### src/hw/pio_pkg.sv
package pio_pkg;

  localparam int unsigned PIO_G0_PINS    = 8;
  localparam int unsigned PIO_G1_PINS    = 6;
  localparam int unsigned PIO_G2_PINS    = 2;
  localparam int unsigned PIO_DBG_PINS   = 3;
  localparam int unsigned PIO_NUM_FUNCS  = 4;
  localparam int unsigned PIO_SRC_COUNT  = 4;
  localparam int unsigned PIO_DIV_BITS   = 15;
  localparam int unsigned PIO_KRST_PINS  = 4;

  localparam logic [15:0] PIO_KEY_UNLOCK = 16'h0096;

  // key-reset pin select codes
  localparam logic [1:0]  PIO_KRST_OFF   = 2'h0;
  localparam logic [1:0]  PIO_KRST_P0_1  = 2'h1;
  localparam logic [1:0]  PIO_KRST_P0_2  = 2'h2;
  localparam logic [1:0]  PIO_KRST_P0_3  = 2'h3;

  typedef enum logic [1:0] {
    PIO_LOCKED   = 2'b01,
    PIO_UNLOCKED = 2'b10
  } pio_prot_e;

  typedef struct packed {
    logic [1:0] key_reset_pin_select;
    logic       run_in_debug;
    logic [3:0] filter_clk_divider;
    logic [1:0] filter_clk_source;
  } pio_clk_cfg_s;

  typedef struct packed {
    logic       pin_input_enable;
    logic       pin_output_enable;
    logic       pull_enable;
    logic       pull_up_select;
    logic       pin_filter_enable;
    logic       interrupt_edge_select;
    logic       periph_select;
    logic [1:0] periph_mux;
    logic       out_value;
  } pio_pin_cfg_s;

  localparam pio_clk_cfg_s PIO_CLK_CFG_RST = '0;
  localparam pio_pin_cfg_s PIO_PIN_CFG_RST = '0;

endpackage : pio_pkg

### src/hw/pio_filter.sv
`timescale 1ns/100ps
module pio_filter #(
  parameter int unsigned WIDTH = 1
) (
  input  wire logic             sys_clk,
  input  wire logic             rst,
  input  wire logic             port_tick,
  input  wire logic [WIDTH-1:0] filt_en,
  input  wire logic [WIDTH-1:0] raw_in,
  output logic      [WIDTH-1:0] filt_out
);

  typedef struct packed {
    logic [WIDTH-1:0] smp_a;
    logic [WIDTH-1:0] smp_b;
    logic [WIDTH-1:0] q;
  } pio_filt_s;

  pio_filt_s state;
  pio_filt_s next_state;

  always_comb begin
    next_state = state;
    for (int i = 0; i < int'(WIDTH); i++) begin
      if (!filt_en[i]) begin
        next_state.smp_a[i] = raw_in[i];
        next_state.smp_b[i] = raw_in[i];
        next_state.q[i]     = raw_in[i];
      end else if (port_tick) begin
        next_state.smp_a[i] = raw_in[i];
        next_state.smp_b[i] = state.smp_a[i];
        // level must hold over three ticks, 2 to 3 port clock periods
        if (raw_in[i] == state.smp_a[i] && state.smp_a[i] == state.smp_b[i]) begin
          next_state.q[i] = raw_in[i];
        end
      end
    end
  end

  always_ff @(posedge sys_clk) begin
    if (rst) begin
      state <= '0;
    end else begin
      state <= next_state;
    end
  end

  assign filt_out = state.q;

endmodule : pio_filter

### src/hw/pio_port_block.sv
`timescale 1ns/100ps
module pio_port_block #(
  parameter int unsigned HAS_GROUP2 = 1,
  parameter int unsigned NPIN       = pio_pkg::PIO_G0_PINS + pio_pkg::PIO_G1_PINS
                                      + HAS_GROUP2 * pio_pkg::PIO_G2_PINS,
  parameter int unsigned NDBG       = pio_pkg::PIO_DBG_PINS,
  parameter int unsigned DIV_BITS   = pio_pkg::PIO_DIV_BITS
) (
  input  wire logic                                      sys_clk,
  input  wire logic                                      rst,
  input  wire logic                                      key_wr,
  input  wire logic [15:0]                               key_wdata,
  output logic                                           clk_cfg_unlocked,
  input  wire logic                                      clk_cfg_wr,
  input  wire pio_pkg::pio_clk_cfg_s                     clk_cfg_wdata,
  output pio_pkg::pio_clk_cfg_s                          clk_cfg,
  input  wire logic                                      pin_cfg_wr,
  input  wire logic [4:0]                                pin_cfg_idx,
  input  wire pio_pkg::pio_pin_cfg_s                     pin_cfg_wdata,
  output pio_pkg::pio_pin_cfg_s [NPIN-1:0]               pin_cfg,
  input  wire logic [pio_pkg::PIO_SRC_COUNT-1:0]         src_tick,
  input  wire logic [pio_pkg::PIO_SRC_COUNT-1:0]         source_stop_in_sleep,
  input  wire logic                                      sleep_mode,
  input  wire logic                                      debug_mode,
  output logic                                           port_filter_clock,
  input  wire logic [NPIN-1:0]                           pad_in,
  output logic      [NPIN-1:0]                           pad_out,
  output logic      [NPIN-1:0]                           pad_oe,
  output logic      [NPIN-1:0]                           pad_pull_up,
  output logic      [NPIN-1:0]                           pad_pull_down,
  output logic      [NPIN-1:0]                           gpio_in_data,
  output logic      [NPIN-1:0]                           pin_edge_event,
  input  wire logic [pio_pkg::PIO_NUM_FUNCS-1:0][NPIN-1:0] periph_out,
  input  wire logic [pio_pkg::PIO_NUM_FUNCS-1:0][NPIN-1:0] periph_oe,
  output logic      [NPIN-1:0]                           periph_in,
  output logic                                           key_reset_req,
  input  wire logic [NDBG-1:0]                           dbg_pad_in,
  output logic      [NDBG-1:0]                           dbg_pad_out,
  output logic      [NDBG-1:0]                           dbg_pad_oe,
  input  wire logic [NDBG-1:0]                           dbg_core_out,
  input  wire logic [NDBG-1:0]                           dbg_core_oe,
  output logic      [NDBG-1:0]                           dbg_core_in
);

  typedef struct packed {
    pio_pkg::pio_prot_e                 prot;
    pio_pkg::pio_clk_cfg_s              clk;
    pio_pkg::pio_pin_cfg_s [NPIN-1:0]   cfg;
    logic [DIV_BITS-1:0]                div_cnt;
    logic                               tick;
    logic [NPIN-1:0]                    prev_in;
    logic [NPIN-1:0]                    edge_evt;
    logic [NPIN-1:0]                    gpio_in;
    logic [NPIN-1:0]                    p_in;
    logic [NPIN-1:0]                    p_out;
    logic [NPIN-1:0]                    p_oe;
    logic [NPIN-1:0]                    pull_up;
    logic [NPIN-1:0]                    pull_dn;
    logic [NDBG-1:0]                    d_out;
    logic [NDBG-1:0]                    d_oe;
    logic [NDBG-1:0]                    d_in;
    logic                               krst;
  } pio_state_s;

  pio_state_s state;
  pio_state_s next_state;

  logic [NPIN+NDBG-1:0] sync_all;
  logic [NPIN-1:0]      pin_sync;
  logic [NPIN-1:0]      pin_filt;
  logic [NPIN-1:0]      filt_en_vec;
  logic                 src_sel_tick;
  logic                 stop_sleep;
  logic                 susp_dbg;
  logic                 clk_run;

  function automatic logic div_hit(input logic [DIV_BITS-1:0] cnt, input logic [3:0] div);
    logic [DIV_BITS:0] mask;
    mask = (DIV_BITS+1)'(({{DIV_BITS{1'b0}}, 1'b1} << div) - 1'b1);
    return (cnt & mask[DIV_BITS-1:0]) == mask[DIV_BITS-1:0];
  endfunction : div_hit

  function automatic logic [pio_pkg::PIO_KRST_PINS-1:0] krst_mask(input logic [1:0] sel);
    logic [pio_pkg::PIO_KRST_PINS-1:0] m;
    m = '0;
    unique case (sel)
      pio_pkg::PIO_KRST_OFF:  m = 4'h0;
      pio_pkg::PIO_KRST_P0_1: m = 4'h3;
      pio_pkg::PIO_KRST_P0_2: m = 4'h7;
      pio_pkg::PIO_KRST_P0_3: m = 4'hf;
    endcase
    return m;
  endfunction : krst_mask

  pio_sync3 #(
    .WIDTH    (NPIN + NDBG)
  ) u_sync (
    .sys_clk  (sys_clk),
    .rst      (rst),
    .async_in ({dbg_pad_in, pad_in}),
    .sync_out (sync_all)
  );

  assign pin_sync = sync_all[NPIN-1:0];

  always_comb begin
    for (int i = 0; i < int'(NPIN); i++) begin
      filt_en_vec[i] = state.cfg[i].pin_filter_enable;
    end
  end

  pio_filter #(
    .WIDTH     (NPIN)
  ) u_filter (
    .sys_clk   (sys_clk),
    .rst       (rst),
    .port_tick (state.tick),
    .filt_en   (filt_en_vec),
    .raw_in    (pin_sync),
    .filt_out  (pin_filt)
  );

  // port clock gating by sleep and debug
  assign src_sel_tick = src_tick[state.clk.filter_clk_source];
  assign stop_sleep   = sleep_mode & source_stop_in_sleep[state.clk.filter_clk_source];
  assign susp_dbg     = debug_mode & ~state.clk.run_in_debug;
  assign clk_run      = ~stop_sleep & ~susp_dbg;

  always_comb begin
    logic [NPIN-1:0]                   lvl;
    logic [NPIN-1:0]                   cond;
    logic [pio_pkg::PIO_KRST_PINS-1:0] kmask;
    lvl        = '0;
    cond       = '0;
    kmask      = '0;
    next_state = state;

    // system protection key
    if (key_wr) begin
      if (key_wdata == pio_pkg::PIO_KEY_UNLOCK) begin
        next_state.prot = pio_pkg::PIO_UNLOCKED;
      end else begin
        next_state.prot = pio_pkg::PIO_LOCKED;
      end
    end

    unique case (state.prot)
      pio_pkg::PIO_UNLOCKED: begin
        if (clk_cfg_wr) begin
          next_state.clk = clk_cfg_wdata;
        end
      end
      pio_pkg::PIO_LOCKED: begin
      end
      default: begin
        next_state.prot = pio_pkg::PIO_LOCKED;
      end
    endcase

    // pin configuration is open in every mode
    if (pin_cfg_wr && int'(pin_cfg_idx) < int'(NPIN)) begin
      next_state.cfg[pin_cfg_idx] = pin_cfg_wdata;
    end

    // divided port filter clock
    next_state.tick = 1'b0;
    if (clk_run && src_sel_tick) begin
      next_state.div_cnt = DIV_BITS'(state.div_cnt + 1'b1);
      next_state.tick    = div_hit(state.div_cnt, state.clk.filter_clk_divider);
    end

    for (int i = 0; i < int'(NPIN); i++) begin
      if (!state.cfg[i].pin_filter_enable) begin
        lvl[i] = pin_sync[i];
      end else if (stop_sleep) begin
        lvl[i] = pin_sync[i];
      end else if (susp_dbg) begin
        lvl[i] = 1'b0;
      end else begin
        lvl[i] = pin_filt[i];
      end
      cond[i] = lvl[i] & state.cfg[i].pin_input_enable;

      // peripheral inputs see the level only while selected
      next_state.p_in[i]    = lvl[i] & state.cfg[i].periph_select;
      next_state.gpio_in[i] = cond[i] & ~state.cfg[i].periph_select;

      if (state.cfg[i].periph_select) begin
        next_state.p_out[i] = periph_out[state.cfg[i].periph_mux][i];
        next_state.p_oe[i]  = periph_oe[state.cfg[i].periph_mux][i];
      end else begin
        next_state.p_out[i] = state.cfg[i].out_value;
        next_state.p_oe[i]  = state.cfg[i].pin_output_enable;
      end

      // pulls act only while the driver is off
      next_state.pull_up[i] = state.cfg[i].pull_enable & state.cfg[i].pull_up_select
                              & ~next_state.p_oe[i];
      next_state.pull_dn[i] = state.cfg[i].pull_enable & ~state.cfg[i].pull_up_select
                              & ~next_state.p_oe[i];

      // edge events on GPIO-selected pins only
      next_state.prev_in[i] = cond[i];
      if (state.cfg[i].periph_select) begin
        next_state.edge_evt[i] = 1'b0;
      end else if (state.cfg[i].interrupt_edge_select) begin
        next_state.edge_evt[i] = state.prev_in[i] & ~cond[i];
      end else begin
        next_state.edge_evt[i] = ~state.prev_in[i] & cond[i];
      end
    end

    // key-entry reset on low group 0 pins
    kmask = krst_mask(state.clk.key_reset_pin_select);
    next_state.krst = (kmask != '0) && ((cond[pio_pkg::PIO_KRST_PINS-1:0] & kmask) == '0);

    // debug group keeps the debug function
    next_state.d_out = dbg_core_out;
    next_state.d_oe  = dbg_core_oe;
    next_state.d_in  = sync_all[NPIN+NDBG-1:NPIN];
  end

  always_ff @(posedge sys_clk) begin
    if (rst) begin
      state      <= '0;
      state.prot <= pio_pkg::PIO_LOCKED;
      state.clk  <= pio_pkg::PIO_CLK_CFG_RST;
      state.cfg  <= {NPIN{pio_pkg::PIO_PIN_CFG_RST}};
    end else begin
      state      <= next_state;
    end
  end

  assign clk_cfg_unlocked  = (state.prot == pio_pkg::PIO_UNLOCKED);
  assign clk_cfg           = state.clk;
  assign pin_cfg           = state.cfg;
  assign port_filter_clock = state.tick;
  assign pad_out           = state.p_out;
  assign pad_oe            = state.p_oe;
  assign pad_pull_up       = state.pull_up;
  assign pad_pull_down     = state.pull_dn;
  assign gpio_in_data      = state.gpio_in;
  assign pin_edge_event    = state.edge_evt;
  assign periph_in         = state.p_in;
  assign key_reset_req     = state.krst;
  assign dbg_pad_out       = state.d_out;
  assign dbg_pad_oe        = state.d_oe;
  assign dbg_core_in       = state.d_in;

  // group sizes fixed by the package, group 2 optional
  localparam int unsigned GROUP_CHECK = (NPIN >= pio_pkg::PIO_G0_PINS + pio_pkg::PIO_G1_PINS) ? 1 : 0;

endmodule : pio_port_block

### src/hw/pio_sync3.sv
`timescale 1ns/100ps
module pio_sync3 #(
  parameter int unsigned WIDTH = 1
) (
  input  wire logic             sys_clk,
  input  wire logic             rst,
  input  wire logic [WIDTH-1:0] async_in,
  output logic      [WIDTH-1:0] sync_out
);

  typedef struct packed {
    logic [WIDTH-1:0] s1;
    logic [WIDTH-1:0] s2;
    logic [WIDTH-1:0] s3;
    logic [WIDTH-1:0] q;
  } pio_sync_s;

  pio_sync_s state;
  pio_sync_s next_state;

  always_comb begin
    next_state    = state;
    next_state.s1 = async_in;
    next_state.s2 = state.s1;
    next_state.s3 = state.s2;
    for (int i = 0; i < int'(WIDTH); i++) begin
      // a change counts once stages two and three agree
      if (state.s2[i] == state.s3[i]) begin
        next_state.q[i] = state.s3[i];
      end
    end
  end

  always_ff @(posedge sys_clk) begin
    if (rst) begin
      state <= '0;
    end else begin
      state <= next_state;
    end
  end

  assign sync_out = state.q;

endmodule : pio_sync3

### config.mk
export PLATFORM = sky130hd
export DESIGN_NAME = pio_port_block
export DESIGN_NICKNAME = d
export VERILOG_FILES = /design/src/hw/pio_pkg.sv /design/src/hw/pio_filter.sv /design/src/hw/pio_port_block.sv /design/src/hw/pio_sync3.sv
export SDC_FILE = /design/constraint.sdc
export NUM_CORES = 1
export LEC_CHECK = 0
export BUFFER_PORTS_ARGS = -buffer_cell sky130_fd_sc_hd__buf_2
export CAP_MARGIN = 20
export CORE_MARGIN = 1.5
export CORE_UTILIZATION = 35
export DETAILED_ROUTE_END_ITERATION = 16
export HOLD_SLACK_MARGIN = 0.1
export PLACE_DENSITY = 0.6
export SETUP_SLACK_MARGIN = 0.5
export SLEW_MARGIN = 20
export SYNTH_ARGS = -nofsm -noshare
export SYNTH_HDL_FRONTEND = slang
export SYNTH_HIERARCHICAL = 1
export SYNTH_SLANG_ARGS = --single-unit
### constraint.sdc
create_clock -name sys_clk -period 3.05 [get_ports sys_clk]
set_clock_uncertainty 0.2 [all_clocks]
set_input_delay 0.1525 -clock sys_clk [delete_from_list [all_inputs] [get_ports sys_clk]]
set_output_delay 0.1525 -clock sys_clk [all_outputs]
set_load 0.02 [all_outputs]
==> summary.txt, run 1 <==
Outcome
  • Status: complete, no violations

Final layout
  • Number of fill cells in the layout: around 5,200
  • Share of cells above drive strength 1: around 28%
  • Core Util, Final: 43.7%
  • Final std cells w/o fill: ~3,200
  • Area growth syn-to-layout: 22.7%
  • Nets: about 2,600

Clock network
  • # clock sinks: 449
  • CTS Root Cell: clkbuf_16
  • Clock Tree Buf Depth: 3
  • Worst-Skew Late Latency: roughly 0.6 ns
  • CTS Buf Count: 49
  • Reg clk slew, reported paths: roughly 0.06 ns
  • CTS tree: done
  • H-tree levels: 2

Min path
  • Hold Path Class: input pin to flip-flop
  • Min-delay src: pin_cfg_wr
  • Hold path depth: 6

Detailed routing
  • Total wire length: roughly 59 mm
  • Per-cell routed wire length: ~19 um
  • First DRT Iteration DRCs: a little over 700
  • Via Count: approximately 15,000
  • DRC errors left: 0
  • Final antenna-violating net count: 0
  • DR vias/cell: roughly 4.8
  • Drt pass-1 iters: 5

Critical path
  • Worst-path fanout max: 13
  • Reg2reg start: clk_cfg[3]
  • CP peak stage delay: 0.51 ns
  • Critical Path End Type: flip-flop
  • Slowest-stage cell, CP: or4_1
  • WP data required: roughly 3.4 ns
  • Critical Path Start Type: flip-flop
  • Critical-path cell list: nor3_2, nand2_1, ha_2, or4b_2, nor2_1, or4_1, nor4_2, and4_1
  • Worst reg2reg path depth: 8
  • Critical path class: flip-flop to flip-flop
  • Critical path arrival: 2.78 ns
  • CP startpoint: clk_cfg[3]

GRT
  • Total GRT Usage: around a fifth
  • First-pass GRT wire length: around 86 mm
  • Largest net degree at the start of global routing: 160
  • Vias in the first global route: about 15,000
  • Initial antenna violation count: 3
  • Aggregate global routing overflow: 0

Yosys
  • Yosys reg bits: ~450
  • Post-synth top cells: dfxtp_1 (449), buf_4 (328), nor2_1 (247), mux2i_1 (209), a21oi_1 (101)
  • Post-synth ARST share: 0%
  • Post-synth EDFFs: 0
  • Post-synth cell types: between 70 and 80
  • Mapped Nets: around 2,200
  • Main synth FF type: dfxtp_1
  • Cells after synthesis: ~2,000
  • Synth top area share: approximately 46%
  • Sequential cell area fraction in the yosys report: about 46%
  • Post-Syn Area per Cell: roughly 9.7 um2
  • Synthesized area: around 0.020 mm2
  • Count leader, synth: dfxtp_1
  • Synth area leader: dfxtp_1
  • Synth area leaders: dfxtp_1 (46%), buf_4 (12%), mux2i_1 (11%)
  • Yosys warning total: 6

Pwr
  • Peak VDD IR: approximately 0.36 mV
  • Lkg Pwr: between 0.01 and 0.015 uW
  • Power, Total: 13,100 uW
  • Pwr/cell area: between 500 and 600 mW/mm2

Placed design
  • Input/output buffers: 500
  • RD Place Congestion: around 0.9
  • DP HPWL: roughly 42 mm
  • Placed insts: around 2,900

Die
  • Number of core rows: 86
  • Chip width: around 240 um
  • Core Box Area: 0.0554 mm2
  • Initial Utilization: between 30% and 40%
  • Die Area: roughly 0.058 mm2
  • Die H: 241 um
  • # IOs: 501

Timing
  • Setup_tns: 0 ns
  • Max Slew Vio Count: 0
  • Final Hold Vio Count: 0
  • Worst-Margin Slew: about 0.84 ns
  • Fmax: between 400 and 500 MHz
  • Rel. slew slack: a little over two fifths
  • Setup violators final: 0
  • Final worst path period need: 2.45 ns
  • RSZ-0062 raised after global routing: no
  • Final period util: 80.3%

Flow run
  • Max Cap Viol: 0
## worst paths after layout
check	to	slack (ns)
max	port_filter_clock	0.60
min	pin_cfg[113]	0.13
max reg2reg	port_filter_clock	0.60
min reg2reg	u_sync/next_state[35]	0.23
## kinds of logic after synthesis
| family | Yosys count | share of synthesized area, % |
|---|---|---|
| compound gates | 232 | 7.26 |
| xor+xnor | 10 | 0.443 |
| fa+ha+maj | 3 | 0.190 |
| buf+inv | 447 | 15.3 |
| flops | 449 | 45.5 |
| mux | 244 | 14.5 |
| simple gates | 651 | 16.8 |
## per-stage QoR
| step | area, um2 | worst slack, ns | hold WS (ns) |
|---|---|---|---|
| 6_report | 24200 | 0.602 | 0.130 |
| 5_1_grt | 24200 | 0.496 | 0.167 |
| 4_1_cts | 24100 | 0.477 | 0.113 |
| 3_5_place_dp | 20500 | 0.357 | 0.173 |
| 3_3_place_gp | 20500 | 0.399 | 0.161 |
| 2_1_floorplan | 19800 | 0.618 | 0.0529 |
## per-layer routing
metal  vias up  GRT usage [%]  part of all wire [%]
met5         -              0                     0
met4         0           8.08                   3.7
met3       102           4.84                   6.3
met2       468           33.8                    49
met1      7382           22.8                    41
li1       7360              -                     -
## final cells by class
type | instances | area (um2) | share of cell area [%]
Sequential cell | 449 | 9000 | 37.1
Multi-Input combinational cell | 1140 | 7820 | 32.3
Timing Repair Buffer | 719 | 4670 | 19.3
Clock buffer | 70 | 1440 | 5.92
Tap cell | 748 | 936 | 3.86
Clock inverter | 20 | 317 | 1.31
Inverter | 14 | 52.6 | 0.217
Antenna cell | 3 | 7.51 | 0.0310
## sequential cells by signal, summed over array words and instances, names as in the netlist, 3 cells and up
register / count
gpio_in_data: 16
pad_oe: 16
u_filter/filt_out: 16
dbg_core_in: 3
u_sync/sync_out: 19
periph_in: 16
pad_pull_down: 16
state: 33
dbg_pad_oe: 3
dbg_pad_out: 3
pin_edge_event: 16
u_sync/next_state: 38
u_filter/state: 32
u_sync/state: 19
clk_cfg: 9
pad_pull_up: 16
pad_out: 16
pin_cfg: 160
## report_power, final
group          internal (uW)  total (uW)  switching, uW
Combinational            394         794            399
Sequential              5920        5970           46.8
Clock                   3880        6370           2500
Total                  10200       13100           2940
## worst max-delay path: cells and delay by family, from the launching register on
kind	cells	cell delay (ns)
adders and majority gates	1	0.23
DFF	1	0.38
and+or+nand+nor	7	1.58
## layout by cell type (no fill, tap or decap), types with 4 or more instances in the layout
master,n
clkinv_2,6
buf_4,26
inv_1,12
a21boi_0,14
o21ai_0,38
or3_1,5
nand4_1,6
clkbuf_8,13
nor2_1,246
o211a_1,14
o21ai_1,10
and3_1,6
nor4_1,13
dfxtp_1,445
inv_6,4
nand2_1,98
nor2b_1,75
clkbuf_1,8
o21ai_2,4
xor2_1,5
nor3_1,19
mux4_2,33
xnor2_1,5
and4_1,29
dlygate4sd3_1,189
mux2i_1,209
or3b_2,4
bufinv_16,7
clkbuf_16,49
nand2b_1,29
a211oi_1,18
and4b_1,16
nand3_1,68
a211oi_2,5
a21oi_1,101
buf_2,499
or3b_1,7
## timing repair
action                                  in CTS  in global routing
resized for setup                            4                 15
pin swaps                                    0                  5
cloned                                       0                  0
endpoints found under the setup margin      18                 47
buffers inserted                             0                  5
hold endpoints to repair                   338                  0
hold buffers                               190                  0
Power figures use the tool's default switching activity.
==> inputs of run 2 (changes only) <==
==> constraint.sdc (replaced) <==
create_clock -name sys_clk -period 2.3 [get_ports sys_clk]
set_clock_uncertainty 0.2 [all_clocks]
set_input_delay 0.115 -clock sys_clk [delete_from_list [all_inputs] [get_ports sys_clk]]
set_output_delay 0.115 -clock sys_clk [all_outputs]
set_load 0.02 [all_outputs]
==> run 2 against run 1 <==
Against the previous run:
- the flow now finishes with violations (hold timing)
- cell area up 7.5%
- utilization up 3.3 points
- non-clock buffer count is 130 higher
- register-to-register slack lost 0.59 ns
- sequential power is 33% higher
- critical path depth fell by 2
- largest cell class unchanged
==> summary.txt, run 2 (synthesis gave the netlist of run 1 again) <==
Timing
  • Setup ws final: 0.00717 ns (-0.595 ns)
  • Final period util: 99.7% (+19 points)
  • Rel. slew slack: 53.9% (+9.9 points)
  • Setup_tns: 0 ns (unchanged)
  • Final worst path period need: 2.29 ns (-0.155 ns)
  • Setup violators final: 0 (unchanged)
  • RSZ-0062 raised after global routing: yes
  • Max Slew Vio Count: 0 (unchanged)
  • Worst-Margin Slew: 0.690 ns (-0.150 ns)
  • Fin Hold WS: -0.0559 ns (-0.186 ns)
  • Final Hold Vio Count: 1 (+1)
  • Fmax: 436 MHz (+6.8%)

Detailed routing
  • First DRT Iteration DRCs: 813 (+12%)
  • Per-cell routed wire length: 19.0 um (+1.3%)
  • Final antenna-violating net count: 0 (unchanged)
  • DRC errors left: 0 (unchanged)
  • DR vias/cell: 4.87 (+0.62%)
  • Via Count: 16,000 (+4.8%)
  • Total wire length: 62.6 mm (+5.5%)
  • Drt pass-1 iters: 5 (unchanged)

Outcome
  • Failing checks: hold timing
  • Status: complete, but fails checks

Clock network
  • H-tree levels: 2 (unchanged)
  • Clock Tree Buf Depth: 3 (unchanged)
  • Reg clk slew, reported paths: 0.06 ns (about the same)
  • Worst-Skew Late Latency: 0.59 ns (about the same)
  • # clock sinks: 449 (unchanged)
  • CTS Buf Count: 49 (unchanged)
  • CTS Root Cell: clkbuf_16
  • CTS tree: done

GRT
  • Vias in the first global route: 15,500 (+6.2%)
  • Largest net degree at the start of global routing: 66 (-59%)
  • First-pass GRT wire length: 89.4 mm (+3.8%)
  • Aggregate global routing overflow: 0 (unchanged)
  • Initial antenna violation count: 8 (+5)
  • Total GRT Usage: 20.2% (+0.68 points)

Min path
  • Hold Path Class: input pin to flip-flop
  • Min-delay src: source_stop_in_sleep[3]

Critical path
  • Critical path arrival: 2.61 ns (-0.17 ns)
  • Reg2reg start: clk_cfg[0]
  • CP startpoint: clk_cfg[0]
  • Critical R2R Capture: pin_edge_event[0]
  • Worst R2R Setup Slack: 0.007 ns (-0.59 ns)
  • WP data required: 2.62 ns (-0.76 ns)
  • Worst-path fanout max: 5 (-8)
  • Worst setup path endpoint: pin_edge_event[0]
  • Critical path class: flip-flop to flip-flop
  • Critical Path End Type: flip-flop
  • Critical Path Start Type: flip-flop
  • Worst reg2reg path depth: 6 (-2)

Placed design
  • DP HPWL: 42.6 mm (+1.0%)
  • RD Place Congestion: 0.856 (-3.1%)
  • Input/output buffers: 500 (unchanged)
  • Post-placement setup slack: -0.0650 ns (-0.422 ns)
  • Placed cell area: 0.0208 mm2 (+1.8%)

Final layout
  • Finished Cell Area: 0.0261 mm2 (+7.5%)
  • Share of cells above drive strength 1: 32.8% (+4.3 points)
  • Commonest non-fill, non-tap cell in the layout: buf_2
  • Max reg flops: 160 (unchanged)
  • Area growth syn-to-layout: 31.9%
  • Commonest non-fill, non-tap cells in the layout: buf_2 (497), dfxtp_1 (432), dlygate4sd3_1 (257)
  • Area of the multi-input gates: 0.00839 mm2 (+7.3%)
  • Number of fill cells in the layout: 5,076 (-2.9%)
  • Nets: 2,714 (+5.0%)
  • FF+latch area: 0.00901 mm2 (+0.15%)

Die
  • # IOs: 501 (unchanged)
  • Core Box Area: 0.0554 mm2 (unchanged)
  • Chip width: 241 um (unchanged)
  • Initial Utilization: 35.6% (unchanged)
  • Die H: 241 um (unchanged)
  • Die Area: 0.0579 mm2 (unchanged)
  • Number of core rows: 86 (unchanged)

Pwr
  • Peak VDD IR: 0.480 mV (+35%)
  • Power, Total: 17,000 uW (+29%)
  • Lkg Pwr: 0.0116 uW (+7.0%)
  • Pwr/cell area: 653 mW/mm2 (+20%)

Flow run
  • Max Cap Viol: 0 (unchanged)
## run 2: changes by cell type in the layout (fill, tap and decap cells not counted), sizes merged, moves of 4 or more
cell / change
buf: +58
clkbuf: +4
bufinv: -4
dlygate4sd3: +68
## run 2: worst max-delay path: stages (launching register included)
cell and delay [ns]:
dfxtp_2 0.33, mux4_2 0.55, buf_12 0.17, a21boi_4 0.14, mux2_4 0.32, or3_4 0.33, a211oi_2 0.17
## run 2: power breakdown
part	total (uW)	leakage, uW	internal [uW]	switching (uW)
combinational	1290	0.00719	685	606
clock	7800	0.000773	4520	3280
sequential	7920	0.00364	7860	59.4
total	17000	0.0116	13100	3950
## run 2: worst min-delay path by stage
stage                            endpoint  slack, ns  depth (start not counted)
floorplan                      state[323]       0.02                          1
global placement            dbg_pad_oe[0]       0.12                          2
detailed placement  u_sync/next_state[40]       0.13                          2
CTS                          periph_in[2]      -0.04                          4
global route                 periph_in[3]      -0.06                          4
finish                       periph_in[3]      -0.06                          4
## run 2: layout make-up
| class | count | share of cell area [%] |
|---|---|---|
| Antenna cell | 4 | 0.0384 |
| Clock buffer | 71 | 5.29 |
| Clock inverter | 18 | 0.783 |
| Inverter | 14 | 0.202 |
| Multi-Input combinational cell | 1140 | 32.2 |
| Sequential cell | 449 | 34.6 |
| Tap cell | 748 | 3.59 |
| Timing Repair Buffer | 849 | 23.3 |
## run 2: layer usage
layer	global-route usage (%)	vias up	wire, um
li1	-	7613	-
met1	23.2	7785	25200
met2	35.9	522	31200
met3	4.98	112	3990
met4	7.41	8	2150
met5	0	-	47
## run 2: what timing repair did
item | 4_1_cts | 5_1_grt
pin swaps | 15 | 29
setup endpoints to repair | 90 | 230
hold buffers | 259 | 3
gates resized for setup | 95 | 80
hold endpoints to repair | 410 | 99
buffers inserted | 12 | 16
gates cloned | 0 | 4
## run 2: per-stage QoR
stage	cells	hold WS (ns)	utilization [%]
floorplan	2036	0.0154	-
global placement	2908	0.124	37.6
detailed placement	2908	0.133	37.6
CTS	3268	-0.0376	45.9
global route	3291	-0.0574	47.0
finish	3293	-0.0559	47.0
